==> config.mk <==
export PLATFORM = sky130hd
export DESIGN_NAME = ocl_channel_ctrl
export DESIGN_NICKNAME = d
export VERILOG_FILES = /design/src/ocl_pkg.sv /design/src/ocl_channel_ctrl.sv /design/src/ocl_sync3.sv
export SDC_FILE = /design/constraint.sdc
export NUM_CORES = 1
export LEC_CHECK = 0
export BUFFER_PORTS_ARGS = -buffer_cell sky130_fd_sc_hd__buf_2
export CAP_MARGIN = 10
export CORE_MARGIN = 1
export CORE_UTILIZATION = 50
export DETAILED_ROUTE_END_ITERATION = 10
export HOLD_SLACK_MARGIN = 0.08
export PLACE_DENSITY = 0.7
export SETUP_SLACK_MARGIN = 0.4
export SYNTH_ARGS = -nofsm -noshare
export SYNTH_HDL_FRONTEND = slang
export SYNTH_SLANG_ARGS = --single-unit
export TNS_END_PERCENT = 20
==> constraint.sdc <==
create_clock -name ref_clk -period 6.82 [get_ports ref_clk]
set_input_delay 1.023 -clock ref_clk [delete_from_list [all_inputs] [get_ports ref_clk]]
set_output_delay 1.023 -clock ref_clk [all_outputs]
set_load 0.02 [all_outputs]
==> src/ocl_pkg.sv <==
// What this block does
// [RQ1] after supply trips, calibrate, clear control registers and machines, ready in 30 ms
// [RQ2] system feeds a 2.048 or 1.544 MHz reference within 100 ppm; here the tick is 20 MHz divided by 9, about 2.22 MHz
// [RQ3] a channel in loss of signal takes its recovered clock from the reference
// [RQ4] all-ones alarm output is timed by the reference, not the transmit clock
// [RQ5] host wait-state timing comes from the reference
// [RQ6] system feeds the reference from its own oscillator, not a jittery clock
// [RQ7] any channel one to seven, receive or transmit, can feed channel zero
// [RQ8] monitored signal appears on channel zero outputs, and on line during loopback
// [RQ9] host mode takes the monitor choice from register 0Bh
// [RQ10] strap codes: x000 off, 0001-0111 receivers, 1001-1111 transmitters
// [RQ11] system holds the fifth address pin low in strap mode
// [RQ12] strap mode: timing-recovery pin makes channel zero alone a clock recovery unit
// [RQ13] host mode: each bit of register 1Eh enables clock recovery on its channel
// [RQ14] transmitters take bipolar data and shape the pulse internally
// [RQ15] strap mode: three reach pins pick one pulse shape for all transmitters
// [RQ16] strap mode: impedance pin picks 120 or 75 ohm when reach code is E1
// [RQ17] host writes channel to 10h, then reach code to 11h for that channel
// [RQ18] host mode ignores the impedance select pin
// [RQ19] host mode sets each channel to T1/J1 or E1 on its own
// [RQ20] bipolar mode samples data at each falling transmit clock edge, no coding
// [RQ21] with monitoring off, channel zero works as an ordinary channel
package ocl_pkg;

  // ---------------------------------------------------------------
  // clocking and timing
  // ---------------------------------------------------------------
  localparam int unsigned CLK_HZ      = 20_000_000;
  localparam int unsigned REF_HZ      = 2_048_000;
  localparam int unsigned REF_DIV     = CLK_HZ / REF_HZ;
  localparam int unsigned CAL_TIME_MS = 30;
  localparam int unsigned CAL_CYCLES  = (CLK_HZ / 1000) * CAL_TIME_MS;
  localparam int unsigned NCH         = 8;

  // ---------------------------------------------------------------
  // register offsets
  // ---------------------------------------------------------------
  localparam logic [7:0] OFS_MON_SEL   = 8'h0B;
  localparam logic [7:0] OFS_LL_INDEX  = 8'h10;
  localparam logic [7:0] OFS_LL_VALUE  = 8'h11;
  localparam logic [7:0] OFS_TR_ENABLE = 8'h1E;
  localparam logic [7:0] OFS_STATUS    = 8'h1F;

  // ---------------------------------------------------------------
  // reset values and fields
  // ---------------------------------------------------------------
  localparam logic [7:0] RST_MON_SEL   = 8'h00;
  localparam logic [7:0] RST_LL_INDEX  = 8'h00;
  localparam logic [7:0] RST_TR_ENABLE = 8'h00;
  localparam logic [3:0] RST_REACH     = 4'h0;
  localparam int unsigned MON_TX_BIT   = 3;
  localparam int unsigned IMP_HOST_BIT = 3;
  localparam logic [2:0] REACH_E1      = 3'h0;

  typedef enum logic [1:0] {PWR_STATIC, PWR_CAL, PWR_RUN} ocl_pwr_e;

endpackage : ocl_pkg

==> src/ocl_channel_ctrl.sv <==
`timescale 1ns/1ps
`default_nettype none
module ocl_channel_ctrl
  import ocl_pkg::*;
#(
  parameter int unsigned CAL_CYCLES_P = CAL_CYCLES
) (
  input  wire logic        ref_clk,
  input  wire logic        srst,
  input  wire logic [7:0]  regAddr,
  input  wire logic [7:0]  regWdata,
  input  wire logic        regWe,
  input  wire logic        regRe,
  output logic      [7:0]  regRdata,
  output logic             hostWait,
  output logic             powerReady,
  input  wire logic        supplyOk,
  input  wire logic        hostMode,
  input  wire logic        remoteLoopback0,
  input  wire logic        timingRecoveryPin,
  input  wire logic        cableImpedanceSelect,
  input  wire logic [2:0]  cableReachCode,
  input  wire logic [3:0]  monitorSelectPins,
  input  wire logic [7:0]  transmitClockIn,
  input  wire logic [7:0]  txPositiveData,
  input  wire logic [7:0]  txNegativeData,
  input  wire logic [7:0]  lossOfSignal,
  input  wire logic [7:0]  allOnesAlarm,
  input  wire logic [7:0]  lineRxPositive,
  input  wire logic [7:0]  lineRxNegative,
  input  wire logic [7:0]  lineRxClock,
  output logic      [7:0]  lineOutA,
  output logic      [7:0]  lineOutB,
  output logic      [7:0]  rxPositiveData,
  output logic      [7:0]  rxNegativeData,
  output logic      [7:0]  rxClockOut,
  output logic      [31:0] lineReach,
  output logic      [7:0]  lineImp75,
  output logic      [7:0]  timingRecovery
);

  localparam int unsigned SYNC_W = 76;
  localparam logic [19:0] CAL_LAST = 20'(CAL_CYCLES_P - 1);
  localparam logic [3:0]  DIV_LAST = 4'(REF_DIV - 1);

  // ---------------------------------------------------------------
  // pin synchronisers
  // ---------------------------------------------------------------
  logic [SYNC_W-1:0] syncIn;
  logic [SYNC_W-1:0] syncOut;
  logic              supplyS;
  logic              hostModeS;
  logic              rlS;
  logic              trPinS;
  logic              cblS;
  logic [2:0]        reachS;
  logic [3:0]        strapMonS;
  logic [7:0]        tclkS;
  logic [7:0]        tposS;
  logic [7:0]        tnegS;
  logic [7:0]        losS;
  logic [7:0]        allOnesS;
  logic [7:0]        rxPosS;
  logic [7:0]        rxNegS;
  logic [7:0]        rxClkS;

  assign syncIn = {supplyOk, hostMode, remoteLoopback0, timingRecoveryPin,
                   cableImpedanceSelect, cableReachCode, monitorSelectPins,
                   transmitClockIn, txPositiveData, txNegativeData,
                   lossOfSignal, allOnesAlarm, lineRxPositive,
                   lineRxNegative, lineRxClock};

  ocl_sync3 #(.W(SYNC_W)) u_sync (
    .ref_clk (ref_clk),
    .srst    (srst),
    .din     (syncIn),
    .dout    (syncOut)
  );

  assign {supplyS, hostModeS, rlS, trPinS, cblS, reachS, strapMonS,
          tclkS, tposS, tnegS, losS, allOnesS, rxPosS, rxNegS,
          rxClkS} = syncOut;

  // ---------------------------------------------------------------
  // power-up and calibration
  // ---------------------------------------------------------------
  ocl_pwr_e    pwrQ;
  logic [19:0] calCntQ;
  logic        readyQ;
  logic        cfgClr;

  // held static until the supply detector trips, then a timed calibration
  always_ff @(posedge ref_clk) begin
    if (srst) begin
      pwrQ    <= PWR_STATIC;
      calCntQ <= 20'h0_0000;
      readyQ  <= 1'b0;
    end else begin
      unique case (pwrQ)
        PWR_STATIC: begin
          calCntQ <= 20'h0_0000;
          if (supplyS) begin
            pwrQ <= PWR_CAL;
          end
        end
        PWR_CAL: begin
          if (calCntQ == CAL_LAST) begin  // [RQ1]
            pwrQ   <= PWR_RUN;
            readyQ <= 1'b1;
          end else begin
            calCntQ <= calCntQ + 20'h0_0001;
          end
        end
        PWR_RUN: begin
          if (!supplyS) begin
            pwrQ   <= PWR_STATIC;
            readyQ <= 1'b0;
          end
        end
      endcase
    end
  end

  // registers and channel state sit at defaults until calibrated
  assign cfgClr = srst | ~readyQ;  // [RQ1]

  // ---------------------------------------------------------------
  // reference timing enable
  // ---------------------------------------------------------------
  logic [3:0] divCntQ;
  logic       refTickQ;
  logic       refLvlQ;

  // reference rate is a tick from a divider; jitter on ref_clk passes through
  always_ff @(posedge ref_clk) begin
    if (srst) begin
      divCntQ  <= 4'h0;
      refTickQ <= 1'b0;
      refLvlQ  <= 1'b0;
    end else begin
      refTickQ <= (divCntQ == DIV_LAST);  // [RQ2]
      if (divCntQ == DIV_LAST) begin
        divCntQ <= 4'h0;
        refLvlQ <= ~refLvlQ;
      end else begin
        divCntQ <= divCntQ + 4'h1;
      end
    end
  end

  // ---------------------------------------------------------------
  // register file
  // ---------------------------------------------------------------
  logic [7:0] monSelQ;
  logic [7:0] llIndexQ;
  logic [7:0] trEnQ;
  logic [3:0] reachQ [NCH];
  logic [7:0] regRdataQ;
  logic       hostWaitQ;
  logic       wrOk;
  logic [7:0] statusW;

  assign wrOk = regWe & readyQ;

  // software writes; writes during calibration are dropped
  always_ff @(posedge ref_clk) begin
    if (cfgClr) begin
      monSelQ  <= RST_MON_SEL;
      llIndexQ <= RST_LL_INDEX;
      trEnQ    <= RST_TR_ENABLE;
      for (int c = 0; c < NCH; c++) begin
        reachQ[c] <= RST_REACH;
      end
    end else if (wrOk) begin
      unique case (regAddr)
        OFS_MON_SEL:   monSelQ  <= regWdata;  // [RQ9]
        OFS_LL_INDEX:  llIndexQ <= regWdata;  // [RQ17]
        OFS_LL_VALUE:  reachQ[llIndexQ[2:0]] <= regWdata[3:0];  // [RQ17] [RQ19]
        OFS_TR_ENABLE: trEnQ    <= regWdata;  // [RQ13]
        default: ;
      endcase
    end
  end

  // read data valid only in the cycle after the strobe
  always_ff @(posedge ref_clk) begin
    if (srst) begin
      regRdataQ <= 8'h00;
    end else if (regRe) begin
      unique case (regAddr)
        OFS_MON_SEL:   regRdataQ <= monSelQ;
        OFS_LL_INDEX:  regRdataQ <= llIndexQ;
        OFS_LL_VALUE:  regRdataQ <= {4'h0, reachQ[llIndexQ[2:0]]};
        OFS_TR_ENABLE: regRdataQ <= trEnQ;
        OFS_STATUS:    regRdataQ <= statusW;
        default:       regRdataQ <= 8'h00;
      endcase
    end else begin
      regRdataQ <= 8'h00;
    end
  end

  // wait indication paced by the reference; a new access wins over the clear
  always_ff @(posedge ref_clk) begin
    if (srst) begin
      hostWaitQ <= 1'b0;
    end else if (regWe || regRe) begin
      hostWaitQ <= 1'b1;
    end else if (refTickQ) begin
      hostWaitQ <= 1'b0;  // [RQ5]
    end
  end

  // ---------------------------------------------------------------
  // monitor multiplexer
  // ---------------------------------------------------------------
  logic [3:0] monCode;
  logic       monOn;
  logic       monTx;
  logic [2:0] monCh;
  logic       monPos;
  logic       monNeg;
  logic       monClk;
  logic [7:0] tclkPrevQ;
  logic [7:0] tclkFall;
  logic [7:0] txAW;
  logic [7:0] txBW;

  // pin code and register share one decode; x000 means off
  assign monCode = hostModeS ? monSelQ[3:0] : strapMonS;  // [RQ9] [RQ10]
  assign monCh   = monCode[2:0];
  assign monOn   = |monCh;  // [RQ10] [RQ21]
  assign monTx   = monCode[MON_TX_BIT];
  assign monPos  = monTx ? txAW[monCh] : rxPosS[monCh];  // [RQ7]
  assign monNeg  = monTx ? txBW[monCh] : rxNegS[monCh];  // [RQ7]
  assign monClk  = monTx ? tclkS[monCh] : rxClkS[monCh];
  assign statusW = {5'h00, monOn, hostModeS, readyQ};

  // transmit clock edges found on the synchronised level
  always_ff @(posedge ref_clk) begin
    if (srst) begin
      tclkPrevQ <= 8'h00;
    end else begin
      tclkPrevQ <= tclkS;
    end
  end

  assign tclkFall = tclkPrevQ & ~tclkS;

  // ---------------------------------------------------------------
  // per-channel transmit, receive and line configuration
  // ---------------------------------------------------------------
  for (genvar i = 0; i < NCH; i++) begin : g_ch
    logic       aQ;
    logic       bQ;
    logic       rpQ;
    logic       rnQ;
    logic       rcQ;
    logic       impQ;
    logic [3:0] lenQ;
    logic       useMon;

    assign useMon = (i == 0) && monOn;

    // loopback of the monitored signal outranks local transmit data
    always_ff @(posedge ref_clk) begin
      if (cfgClr) begin
        aQ    <= 1'b0;
        bQ    <= 1'b0;
      end else if (useMon && rlS) begin
        aQ <= monPos;  // [RQ8]
        bQ <= monNeg;
      end else if (allOnesS[i]) begin
        // toggle from the line itself: the first tick moves the line whatever data held it
        if (refTickQ) begin
          aQ <= ~aQ;  // [RQ4]
          bQ <= aQ;
        end
      end else if (tclkFall[i]) begin
        aQ <= tposS[i];  // [RQ20] [RQ14]
        bQ <= tnegS[i];
      end
    end

    // receive outputs; channel zero carries the monitored signal
    always_ff @(posedge ref_clk) begin
      if (cfgClr) begin
        rpQ <= 1'b0;
        rnQ <= 1'b0;
        rcQ <= 1'b0;
      end else if (useMon) begin
        rpQ <= monPos;  // [RQ8]
        rnQ <= monNeg;
        rcQ <= monClk;
      end else begin
        rpQ <= rxPosS[i];  // [RQ21]
        rnQ <= rxNegS[i];
        rcQ <= losS[i] ? refLvlQ : rxClkS[i];  // [RQ3]
      end
    end

    // strap pins serve all channels; host mode per channel, pin unused
    always_ff @(posedge ref_clk) begin
      if (cfgClr) begin
        lenQ <= RST_REACH;
        impQ <= 1'b0;
      end else if (hostModeS) begin
        lenQ <= reachQ[i];  // [RQ17] [RQ19]
        impQ <= reachQ[i][IMP_HOST_BIT];  // [RQ18]
      end else begin
        lenQ <= {1'b0, reachS};  // [RQ15] [RQ14]
        impQ <= (reachS == REACH_E1) & cblS;  // [RQ16]
      end
    end

    assign txAW[i]              = aQ;
    assign txBW[i]              = bQ;
    assign lineOutA[i]          = aQ;
    assign lineOutB[i]          = bQ;
    assign rxPositiveData[i]    = rpQ;
    assign rxNegativeData[i]    = rnQ;
    assign rxClockOut[i]        = rcQ;
    assign lineReach[i*4 +: 4]  = lenQ;
    assign lineImp75[i]         = impQ;
  end

  // ---------------------------------------------------------------
  // timing recovery selection
  // ---------------------------------------------------------------
  logic [7:0] trModeQ;

  // strap pin can only ever reach channel zero
  always_ff @(posedge ref_clk) begin
    if (cfgClr) begin
      trModeQ <= 8'h00;
    end else if (hostModeS) begin
      trModeQ <= trEnQ;  // [RQ13]
    end else begin
      trModeQ <= {7'h00, trPinS};  // [RQ12]
    end
  end

  assign timingRecovery = trModeQ;
  assign regRdata       = regRdataQ;
  assign hostWait       = hostWaitQ;
  assign powerReady     = readyQ;

  // ---------------------------------------------------------------
  // checks
  // ---------------------------------------------------------------
  chk_cal_done: assert property (@(posedge ref_clk) disable iff (srst) // [RQ1]
    pwrQ == PWR_CAL && calCntQ == CAL_LAST |=> readyQ)
    else $error("calibration did not end on count");
  chk_regs_default: assert property (@(posedge ref_clk) disable iff (srst) // [RQ1]
    !readyQ |=> monSelQ == RST_MON_SEL && trEnQ == RST_TR_ENABLE)
    else $error("registers not at default before ready");
  chk_los_clock: assert property (@(posedge ref_clk) disable iff (srst) // [RQ3]
    readyQ && losS[1] |=> rxClockOut[1] == $past(refLvlQ))
    else $error("los clock not from reference");
  chk_all_ones: assert property (@(posedge ref_clk) disable iff (srst) // [RQ4]
    readyQ && allOnesS[2] && refTickQ |=> $changed(lineOutA[2]) && (lineOutA[2] ^ lineOutB[2]))
    else $error("all-ones mark missing on tick");
  chk_wait_clear: assert property (@(posedge ref_clk) disable iff (srst) // [RQ5]
    hostWaitQ && refTickQ && !regWe && !regRe |=> !hostWaitQ)
    else $error("wait not cleared on reference tick");
  chk_mon_route: assert property (@(posedge ref_clk) disable iff (srst) // [RQ7]
    readyQ && monOn |=> rxPositiveData[0] == $past(monPos) && rxClockOut[0] == $past(monClk))
    else $error("monitored signal not on channel zero");
  chk_mon_loop: assert property (@(posedge ref_clk) disable iff (srst) // [RQ8]
    readyQ && monOn && rlS |=> lineOutA[0] == $past(monPos) && lineOutB[0] == $past(monNeg))
    else $error("loopback does not carry monitored signal");
  chk_strap_tr: assert property (@(posedge ref_clk) disable iff (srst) // [RQ12]
    readyQ && !hostModeS |=> timingRecovery[7:1] == 7'h00 && timingRecovery[0] == $past(trPinS))
    else $error("strap recovery reached a wrong channel");
  chk_host_tr: assert property (@(posedge ref_clk) disable iff (srst) // [RQ13]
    readyQ && hostModeS |=> timingRecovery == $past(trEnQ))
    else $error("host recovery enable not applied");
  chk_tx_sample: assert property (@(posedge ref_clk) disable iff (srst) // [RQ20]
    readyQ && tclkFall[3] && !allOnesS[3] |=> lineOutA[3] == $past(tposS[3]))
    else $error("transmit data not sampled on falling edge");
  chk_host_imp: assert property (@(posedge ref_clk) disable iff (srst) // [RQ18]
    readyQ && hostModeS |=> lineImp75[0] == $past(reachQ[0][IMP_HOST_BIT]))
    else $error("host impedance follows the pin");
  chk_mon_off: assert property (@(posedge ref_clk) disable iff (srst) // [RQ21]
    readyQ && !monOn && !losS[0] |=> rxPositiveData[0] == $past(rxPosS[0]))
    else $error("channel zero not ordinary when monitor off");

endmodule : ocl_channel_ctrl
`default_nettype wire

==> src/ocl_sync3.sv <==
`timescale 1ns/1ps
`default_nettype none
module ocl_sync3 #(
  parameter int unsigned W = 1
) (
  input  wire logic         ref_clk,
  input  wire logic         srst,
  input  wire logic [W-1:0] din,
  output logic      [W-1:0] dout
);

  logic [W-1:0] s1Q;
  logic [W-1:0] s2Q;
  logic [W-1:0] s3Q;
  logic [W-1:0] levelQ;

  // three stages; first stage feeds only the second
  always_ff @(posedge ref_clk) begin
    s1Q <= din;
    s2Q <= s1Q;
    s3Q <= s2Q;
  end

  // a bit changes only once stages two and three agree
  for (genvar b = 0; b < W; b++) begin : g_bit
    always_ff @(posedge ref_clk) begin
      if (srst) begin
        levelQ[b] <= 1'b0;
      end else if (s2Q[b] == s3Q[b]) begin
        levelQ[b] <= s3Q[b];
      end
    end
  end

  assign dout = levelQ;

endmodule : ocl_sync3
`default_nettype wire

# Word level (Yosys, flattened, before mapping)
# Memories as Yosys holds them, arrays and structs flattened. A register that Yosys moved wholly into a read port is not among the register bits.
# Index checks and enable logic that the tools add are counted.
# totals
ff_bits,462
mem_bits_rw,32
in_bits,96
out_inout_bits,98
wordCells,426
mem_count,1
# memory_table
name,depth,word_bits,read_ports,rd_clocked_by_memory_dff,write_ports,line_no,source
reachQ,8,4,9,1,8,ocl_channel_ctrl.sv:157,logic [3:0] reachQ [NCH];
# op_classes
n_addsub,2
magnitude_cmp,1
n_eq_ne,97
n_mux,117
bitwise_logic,17
reduce_logical,34
# op_table
op,count
$mux W1,90
$eq A1 B1 Y1,76
$pmux W20 S2,1
$pmux W8 S5,1
$mux W3,11
$eq A8 B5 Y1 const B,4
$reduce_and A2 Y1,12
$add A20 B1 Y20 const B,1
$eq A20 B20 Y1 const B,1
$mux W20,1
$ne A2 B2 Y1 const B,10
$reduce_bool A2 Y1,10
$bmux W1 S3,6
$not A1 Y1,12
$and A8 B8 Y8,1
$eq A8 B4 Y1 const B,1
$mux W4,2
$not A8 Y8,1
$mux W2,3
$pmux W2 S3,1
$reduce_and A3 Y1,2
$reduce_or A2 Y1,3
$add A4 B1 Y4 const B,1
$eq A4 B4 Y1 const B,1
15 further kinds,16

# Logic depth before layout (Yosys ltp)
# Gate-level depths: netlist (run 1).
# logic_depth
ltp_word,7
ltp_mapped,7
mapped_depth_nobuf,6

# Hierarchy
# A second synthesis (run 1) with hierarchy kept.
# hier_totals
hier_cells,1413
hier_area_um2,15849.0
# modules_own_cells
module,n_inst,cells_per_inst,area_each_um2,seq_area_each_um2
ocl_channel_ctrl,1,873,8649.5,4184.0
ocl_sync3,1,540,7199.4,6085.8

# Worst setup path after synthesis (run 1)
# No wires, ideal clock.
# synth_timing
path_type,input to register
from,input regAddr[5]
to,memory reachQ[7][0] (enable)
setup_ns,0.361
arrival_time_ns,3.046
required_time_ns,6.459
path_slack_ns,3.412
stages,6
path_buffers,2
path_cell_list,or4b_1 -> buf_2 -> or3_4 -> or4b_4 -> buf_6 -> o21ai_0
# synth_lines
item,line_no,source
start: declaration,ocl_channel_ctrl.sv:10,"input wire logic [7:0] regAddr,"
end: declaration,ocl_channel_ctrl.sv:157,

==> results of run 1 <==
-- per-layer routing --
metal  vias up  GRT usage  wire (µm)
li1       5118          -          -
met1      4775     0.2457      13730
met2       285     0.3264      15050
met3        62    0.03350       1817
met4         0    0.07839        827
met5         -          0          0
-- cell families (layout without fill, tap and decap cells) --
| family | Yosys count | count (layout) |
|---|---|---|
| AO/OA/AOI/OAI | 303 | 303 |
| XOR/XNOR | 11 | 11 |
| adder cells (fa/ha/maj) | 6 | 6 |
| buffers and inverters | 119 | 304 |
| flip-flops | 497 | 497 |
| multiplexers | 77 | 77 |
| other | 0 | 2 |
| AND/OR/NAND/NOR | 401 | 401 |
-- cell type report --
type | count | area share
Clock buffer | 65 | 0.07549
Sequential cell | 497 | 0.5633
Tap cell | 396 | 0.02718
Antenna cell | 2 | 0.0002745
Clock inverter | 24 | 0.01256
Inverter | 15 | 0.003088
Timing Repair Buffer | 200 | 0.05586
Multi-Input combinational cell | 798 | 0.2622
-- state kept, by name, indices dropped and copies added, names as in the netlist, 20 cells and up, named ones only --
signal	cells
calCntQ	20
g_ch.lenQ	32
reachQ	32
u_sync.dout	76
u_sync.s1Q	76
u_sync.s2Q	76
u_sync.s3Q	76
-- through the flow --
| step | worst slack [ns] | std cells |
|---|---|---|
| finish | 3.551 | 1997 |
| global route | 3.471 | 1997 |
| detailed placement | 3.048 | 1904 |
| floorplan | 3.412 | 1414 |
| global placement | 3.091 | 1904 |
| CTS | 3.600 | 1993 |
-- power breakdown --
group          switching (W)  internal, W  leakage, nW
clock network        0.00111      0.00151        0.795
logic               0.000169     0.000105         2.33
registers          0.0000806      0.00307         4.24
-- synthesized netlist by cell type, drive strengths merged (3+ instances only) --
master / n
nand4: 5
nor2b: 13
a22oi: 10
a31oi: 4
xor2: 5
dfxtp: 465
and3: 14
buf: 56
a221oi: 4
o2111ai: 4
nor3: 12
o21ai: 103
o211ai: 5
nand2b: 16
inv: 15
mux4: 11
and2: 49
a21oi: 146
nand3: 22
nor2: 70
or3: 6
mux2: 7
xnor2: 6
nand3b: 3
or4: 3
clkbuf: 48
a21o: 9
edfxtp: 32
a311oi: 3
nor4: 4
a222oi: 3
ha: 6
mux2i: 59
nand2: 163
or2: 6
nor3b: 5
-- final timing paths --
| path | from | to | slack, ns | cells past startpoint |
|---|---|---|---|---|
| setup / recovery | regAddr[5] | reachQ[4][3] | 3.55 | 5 |
| hold reg to reg | u_sync.s1Q[51] | u_sync.s2Q[51] | 0.32 | 0 |
| hold / removal | u_sync.s1Q[51] | u_sync.s2Q[51] | 0.32 | 0 |
| setup reg to reg | u_sync.dout[74] | g_ch[0].bQ | 4.17 | 7 |
-- worst reg2reg max path, delay by kind of cell (launching register included) --
kind,cells,cell delay [ns]
buffers and inverters,2,0.80
AOI/OAI and AO/OA,2,0.55
muxes,3,0.78
DFF,1,0.36
==> impl_metrics.ini, run 1 <==
[run_status]
status = completed

[routing]
finalWirelength_um = 31420
drt-initial-drc-count = 581
post_drt_wl_per_cell_um = 15.73
antenna_left = 0
vias = 10240
first_pass_iters = 5
drc = 0
vias_per_cell = 5.128

[logic_synthesis]
synth_top_area_share = 0.5942
synth_edf_count = 32
synth_top_family_by_area = simple AND/OR/NAND/NOR gates
synth-main-ff-cell = dfxtp_1
syn_inst = 1414
synth.top_cells.by_area = dfxtp_1 (59%), edfxtp_1 (6.1%), a21oi_1 (4.7%), nand2_1 (3.9%), mux2i_1 (3.7%)
synthSimpleGateAreaFrac = 0.1267
synth_cell_types = 60
netlist_area_um2 = 15670
synth.mux.area_fraction = 0.05878
synth_fa_ha_area_frac = 0.004792
synth.yosys.seq_area_share = 0.6555
synthArstFlopShare = 0
avgSynthCellArea_um2 = 11.08
synth_compound_area_frac = 0.1073
yosys.area.top_type = dfxtp_1
synth_xor_area_frac = 0.006150
synth-seq-cells = 497
yosys_warnings = 0
synth_nets = 1516

[critical_path]
cp_top_family = simple AND/OR/NAND/NOR gates
cp_slowest_stage_delay_ns = 0.70
crit_buf_inv = 1
crit_path_end_kind = flip-flop
worst-path-max-fanout = 7
path_cells = buf_2, or4b_1, or3_4, or4_1, o21ai_0
slowest_stage = or4_1
start_kind = input pin
crit_type = in2reg
worstPathArrival_ns = 3.45
required_ns = 7.01

[placed_design]
gp_congestion = 0.8362
place_hpwl_um = 21070
numPortBuffers = 193
dpl-instance-area_um2 = 16610

[cells_and_area]
seq_area_um2 = 10270
final_common_cell = dfxtp_1
multi_input_area_um2 = 4781
nNetsFinal = 1662
layout_common_cells = dfxtp_1 (464), buf_2 (192), nand2_1 (163)
areaGrowthSynthToFinish_pct = 16.38
drive_above_1_share = 0.2020
final.fill_count = 2516
final_util = 0.5945
stdcell_area_um2 = 18230

[cts]
hold_buffers = 0
cts_tree = yes
cts_max_level = 2
post-cts-setup-buffers = 0
clkLatencyLatePin_ns = 0.56
cts-root-buf = clkbuf_16
clock_path_buffers = 3
numCtsBuffers = 48
ctsResizeCount = 0
clk_pin_slew_worst_paths_ns = 0.06
clock-sinks = 497

[sta]
worst_slew_pin_slew_ns = 1.269
setup-violations-final = 0
finalHoldViolations = 0
finClkSkew_ns = 0.02622
fmax_mhz = 305.9
rsz0062_at_grt = false
slew_headroom = 0.1466
finalCriticalPeriod_ns = 3.269
tns_ns = 0
maxSlewViolCount = 0
period_share = 0.4794
holdWs_ns = 0.3193

[power_and_ir_drop]
power_density_nw_per_um2 = 331.4
p_leak_nw = 7.359
ir_drop_mv = 0.2411
finalPower_w = 0.006043

[floorplanning]
ioPinCount = 194
start_util = 0.5108
row_count = 64
die_h_um = 179.0
dieWidth_um = 179.0
dieArea_um2 = 32040
core_area_um2 = 30670

[grt]
grt_max_degree = 97
grt.overflow.total = 0
track_usage = 0.1938
grt_antenna_before_repair = 2
grt_pass1_wl_um = 48780
first_global_vias = 9691

[hold_path]
hold_class = reg2reg

[run]
maxCapViolations = 0
No activity file was read; power rests on OpenSTA's default activity.
==> run 2, diff against run 1 <==
--- a/config.mk
+++ b/config.mk
@@ -5,13 +5,14 @@
 export SDC_FILE = /design/constraint.sdc
 export NUM_CORES = 1
 export LEC_CHECK = 0
+export ABC_AREA = 1
 export BUFFER_PORTS_ARGS = -buffer_cell sky130_fd_sc_hd__buf_2
 export CAP_MARGIN = 10
 export CORE_MARGIN = 1
 export CORE_UTILIZATION = 50
 export DETAILED_ROUTE_END_ITERATION = 10
 export HOLD_SLACK_MARGIN = 0.08
-export PLACE_DENSITY = 0.7
+export PLACE_DENSITY = 0.73
 export SETUP_SLACK_MARGIN = 0.4
 export SYNTH_ARGS = -nofsm -noshare
 export SYNTH_HDL_FRONTEND = slang
==> constraint.sdc (replaced) <==
create_clock -name ref_clk -period 2.9 [get_ports ref_clk]
set_input_delay 0.435 -clock ref_clk [delete_from_list [all_inputs] [get_ports ref_clk]]
set_output_delay 0.435 -clock ref_clk [all_outputs]
set_load 0.02 [all_outputs]
==> impl_metrics.ini, run 2 <==
[run_status]
status = completed

[floorplanning]
die_h_um = 180.4
dieArea_um2 = 32540
ioPinCount = 194
row_count = 64
dieWidth_um = 180.4
core_area_um2 = 30910
start_util = 0.5147

[routing]
antenna_left = 0
post_drt_wl_per_cell_um = 15.52
drt-initial-drc-count = 946
vias = 11762
vias_per_cell = 4.986
finalWirelength_um = 36610
drc = 0
first_pass_iters = 6

[placed_design]
numPortBuffers = 193
dpl-instance-area_um2 = 16870
dpl.cell_count = 2199
place_hpwl_um = 24410
gp_congestion = 0.8981

[cts]
clock_path_buffers = 3
clock-sinks = 497
numCtsBuffers = 47
post-cts-setup-buffers = 0
cts_max_level = 2
cts_tree = yes
clkLatencyLatePin_ns = 0.56
clk_pin_slew_worst_paths_ns = 0.06
cts-root-buf = clkbuf_16

[logic_synthesis]
yosys.area.top_type = dfxtp_1
avgSynthCellArea_um2 = 9.398
synth.mux.area_fraction = 0
synthArstFlopShare = 0
synth.most_common_cell = dfxtp_1
synthSimpleGateAreaFrac = 0.1585
synth_top_area_share = 0.5851
synth_edf_count = 32
synth-seq-cells = 497
synth.top_cells.by_area = dfxtp_1 (59%), edfxtp_1 (6.0%), nor2_1 (5.7%), o21ai_0 (5.3%), nand2_1 (5.1%)
synth_nets = 1795
synth-main-ff-cell = dfxtp_1
synth_commonest_cells = dfxtp_1 (465), nor2_1 (241), nand2_1 (215), o21ai_0 (168), a21oi_1 (148)
synth_compound_area_frac = 0.1168
yosys_warnings = 0
synth_xor_area_frac = 0.003303
synth_top_family_by_area = simple AND/OR/NAND/NOR gates
synth_cell_types = 43
synth_fa_ha_area_frac = 0.004718
syn_inst = 1693
synth.yosys.seq_area_share = 0.6455
netlist_area_um2 = 15910

[sta]
finClkSkew_ns = 0.02347
period_share = 0.7718
setup-violations-final = 0
fmax_mhz = 446.8
finalCriticalPeriod_ns = 2.238
tns_ns = 0
maxSlewViolCount = 0
finalHoldViolations = 0
slew_headroom = 0.3338
rsz0062_at_grt = false
worst_slew_pin_slew_ns = 0.9969

[cells_and_area]
stdcell_area_um2 = 19200
layout_common_cells = dfxtp_1 (465), nor2_1 (241), nand2_1 (215)
final_common_cell = dfxtp_1
areaGrowthSynthToFinish_pct = 20.65
instances_no_fill = 2359
drive_above_1_share = 0.1579
n_antenna_cell = 0
nNetsFinal = 2030

[grt]
grt.overflow.total = 0
grt_pass1_wl_um = 58600
track_usage = 0.2249
first_global_vias = 11451
grt_antenna_before_repair = 0
grt_max_degree = 83

[run]
maxCapViolations = 0

[power_and_ir_drop]
ir_drop_mv = 0.6131
p_leak_nw = 8.238
power_density_nw_per_um2 = 778.4

[critical_path]
worst-path-max-fanout = 14
worstPathArrival_ns = 2.65
worstSetupStartpoint = pwrQ[1]
crit_path_end_kind = flip-flop
required_ns = 3.31
crit_type = reg2reg
start_kind = flip-flop
reg2reg_from = pwrQ[1]

[hold_path]
min_from = regWdata[4]
hold_class = in2reg
-- run 2: cell count changes after synthesis, sizes merged, moves of 16 or more --
cell / delta
nand2b: -16
clkbuf: -22
and2: -49
nand3: +73
mux2i: -59
nand2: +62
inv: +133
nor2: +176
o21ai: +68
-- run 2: per-stage QoR --
stage,utilization,total power (W),setup WS (ns),hold slack [ns]
after floorplan,-,0.008559,1.174,0.3096
after global placement,0.5457,0.008900,0.7059,0.3105
after detailed placement,0.5457,0.008932,0.6357,0.3121
after CTS,0.6210,0.01502,0.6877,0.1924
after global routing,0.6210,0.01553,0.4614,0.1970
final,0.6210,0.01494,0.6617,0.2079
-- run 2: layout make-up --
class	count	area (µm²)
Clock buffer	64	1320
Clock inverter	20	249.0
Fill cell	2569	11710
Inverter	151	566.8
Multi-Input combinational cell	954	4508
Sequential cell	497	10270
Tap cell	396	495.5
Timing Repair Buffer	277	1787
-- run 2: worst max-delay path, stage by stage, from the launching register on --
cell,delay [ns]
dfxtp_1,0.31
inv_1,0.08
ha_1,0.54
inv_1,0.24
nand2_1,0.18
inv_1,0.10
a21oi_4,0.39
nor2_1,0.11
nor2_1,0.11
nor2_1,0.06
-- run 2: logic make-up after synthesis --
| group | after synthesis |
|---|---|
| AO/OA/AOI/OAI | 352 |
| adder cells (fa/ha/maj) | 6 |
| XOR/XNOR | 6 |
| buffers and inverters | 242 |
| AND/OR/NAND/NOR | 590 |
| flip-flops | 497 |
-- run 2: report_power, final --
part / leakage [nW] / internal, W / switching (W)
sequential: 4.23 / 0.00732 / 0.000228
combinational: 3.27 / 0.000420 / 0.000913
clock: 0.743 / 0.00349 / 0.00257
total: 8.24 / 0.0112 / 0.00371
-- run 2: metal layers --
metal  share of wire  global-route usage  routed length [µm]  vias up
met5               0                   0                   0        -
met4           0.027             0.07453                1000        0
met3           0.062             0.03800                2256       70
met2            0.48              0.3940               17600      378
met1            0.43              0.2805               15750     5368
li1                -                   -                   -     5946
-- run 2: final timing paths --
path	endpoint	slack (ns)	cells past startpoint
hold / removal	llIndexQ[4]	0.21	3
setup reg to reg	calCntQ[19]	0.66	9
hold reg to reg	u_sync.s2Q[39]	0.33	0
setup / recovery	calCntQ[19]	0.66	9
-- run 2: what timing repair did --
| action | CTS | global route |
|---|---|---|
| hold endpoints to repair | 76 | 0 |
| hold buffers | 76 | 0 |
| resized for setup | 0 | 0 |
==> run 3, diff against run 2 <==
--- a/config.mk
+++ b/config.mk
@@ -5,14 +5,14 @@
 export SDC_FILE = /design/constraint.sdc
 export NUM_CORES = 1
 export LEC_CHECK = 0
-export ABC_AREA = 1
+export ABC_AREA = 0
 export BUFFER_PORTS_ARGS = -buffer_cell sky130_fd_sc_hd__buf_2
 export CAP_MARGIN = 10
 export CORE_MARGIN = 1
 export CORE_UTILIZATION = 50
 export DETAILED_ROUTE_END_ITERATION = 10
 export HOLD_SLACK_MARGIN = 0.08
-export PLACE_DENSITY = 0.73
+export PLACE_DENSITY = 0.7
 export SETUP_SLACK_MARGIN = 0.4
 export SYNTH_ARGS = -nofsm -noshare
 export SYNTH_HDL_FRONTEND = slang
==> constraint.sdc (replaced) <==
create_clock -name ref_clk -period 2.1 [get_ports ref_clk]
set_input_delay 0.315 -clock ref_clk [delete_from_list [all_inputs] [get_ports ref_clk]]
set_output_delay 0.315 -clock ref_clk [all_outputs]
set_load 0.02 [all_outputs]
==> impl_metrics.ini, run 3 (synthesized netlist as in run 1, its figures left out) <==
[grt]
grt.overflow.total = 0
grt_max_degree = 53
track_usage = 0.2045
grt_antenna_before_repair = 0
grt_pass1_wl_um = 51600
first_global_vias = 10474

[critical_path]
slowest_stage = or4b_4
timing.critical_path.mode_cell = or4b_4
path_cells = buf_6, or4b_4, or3_4, or4b_4, nor3_4, nand2b_4
reg2reg_from = u_sync.dout[74]
crit_path_end_kind = flip-flop
rr_endpoint = g_ch[0].rpQ
cp_slowest_stage_delay_ns = 0.61
crit_buf_inv = 1
worst-path-max-fanout = 6
r2r.worst_path.cells = 5
worstPathArrival_ns = 2.27
start_kind = input pin
required_ns = 2.36
r2r_slack_ns = 0.22
crit_type = in2reg
cp_top_family = simple AND/OR/NAND/NOR gates

[sta]
period_share = 0.9550
finalHoldViolations = 0
fmax_mhz = 498.6
holdWs_ns = 0.09934
finClkSkew_ns = 0.007111
worst_slew_pin_slew_ns = 0.6290
setup-violations-final = 0
maxSlewViolCount = 0
finalCriticalPeriod_ns = 2.005
rsz0062_at_grt = true
slew_headroom = 0.5807
tns_ns = 0

[hold_path]
min_from = regRe
worstHoldEndpoint = hostWait
hold_class = in2reg
hold_depth = 3

[run_status]
status = completed

[floorplanning]
start_util = 0.5108
dieArea_um2 = 32040
dieWidth_um = 179.0
core_area_um2 = 30670
ioPinCount = 194
row_count = 64
die_h_um = 179.0

[routing]
post_drt_wl_per_cell_um = 15.80
antenna_left = 0
first_pass_iters = 5
drc = 0
drt-initial-drc-count = 605
finalWirelength_um = 33410
vias_per_cell = 5.095
vias = 10775

[cells_and_area]
areaGrowthSynthToFinish_pct = 24.55
layout_common_cells = dfxtp_1 (462), buf_2 (190), nand2_1 (162)
n_antenna_cell = 0
seq_area_um2 = 10280
final_util = 0.6362
nNetsFinal = 1787
drive_above_1_share = 0.2222
final.fill_count = 2352
multi_input_area_um2 = 4938
final_common_cell = dfxtp_1

[cts]
cts-root-buf = clkbuf_16
numCtsBuffers = 48
clk_pin_slew_worst_paths_ns = 0.06
cts_max_level = 2
clock-sinks = 497
clkLatencyLatePin_ns = 0.55
clock_path_buffers = 3
cts_tree = yes

[power_and_ir_drop]
power_density_nw_per_um2 = 1002
p_leak_nw = 7.913
ir_drop_mv = 0.8048

[placed_design]
numPortBuffers = 193
place_hpwl_um = 21970
gp_congestion = 0.7963

[run]
maxCapViolations = 0
run 3: worst max-delay path by stage:
| stage | slack [ns] | startpoint | to | depth (start not counted) |
|---|---|---|---|---|
| after global routing | 0.08 | regAddr[5] | reachQ[1][1] | 6 |
| final | 0.09 | regAddr[5] | reachQ[1][2] | 6 |
| after detailed placement | -0.53 | regAddr[5] | reachQ[2][3] | 6 |
| after CTS | 0.11 | regAddr[5] | reachQ[2][1] | 6 |
| after floorplan | -0.48 | regAddr[5] | reachQ[1][0] | 7 |
| after global placement | -0.51 | regAddr[5] | reachQ[4][2] | 6 |
run 3: cell type report:
cell class | instances | area share
clock buffer | 62 | 0.06682
multi-input combinational | 798 | 0.2531
clock inverter | 22 | 0.01045
timing repair buffer | 325 | 0.1147
inverter | 15 | 0.002886
sequential | 497 | 0.5266
tap | 396 | 0.02539
run 3: tightest hold or removal path, cell delays in order:
cell and delay [ns]:
buf_2 0.11, nor2_1 0.07, a21oi_1 0.12
run 3: per-layer routing:
metal,up-vias,track usage,share of wire
li1,5361,-,-
met1,5076,0.2486,0.43
met2,277,0.3639,0.50
met3,61,0.03965,0.053
met4,0,0.06038,0.020
met5,-,0,0
run 3: timing repair:
action                                  in CTS  in global routing
hold buffers                                80                  0
pin swaps                                    2                  8
endpoints found under the hold margin       88                  0
cloned                                       0                  1
gates resized for setup                      4                 25
setup buffers                                3                  5
endpoints found under the setup margin      85                 92
run 3: per-stage QoR:
step	power, W	instances	cell area (µm²)	setup slack [ns]
2_1_floorplan	0.01098	1414	15740	-0.4806
3_3_place_gp	0.01140	1942	17000	-0.5078
3_5_place_dp	0.01144	1942	17000	-0.5264
4_1_cts	0.01967	2109	19340	0.1123
5_1_grt	0.02029	2115	19510	0.07603
6_report	0.01954	2115	19510	0.09450
run 3: power by group:
| part | leakage (nW) | switching (W) | internal [W] |
|---|---|---|---|
| registers | 4.24 | 0.000268 | 0.00998 |
| clock network | 0.745 | 0.00350 | 0.00465 |
| logic | 2.93 | 0.000607 | 0.000538 |
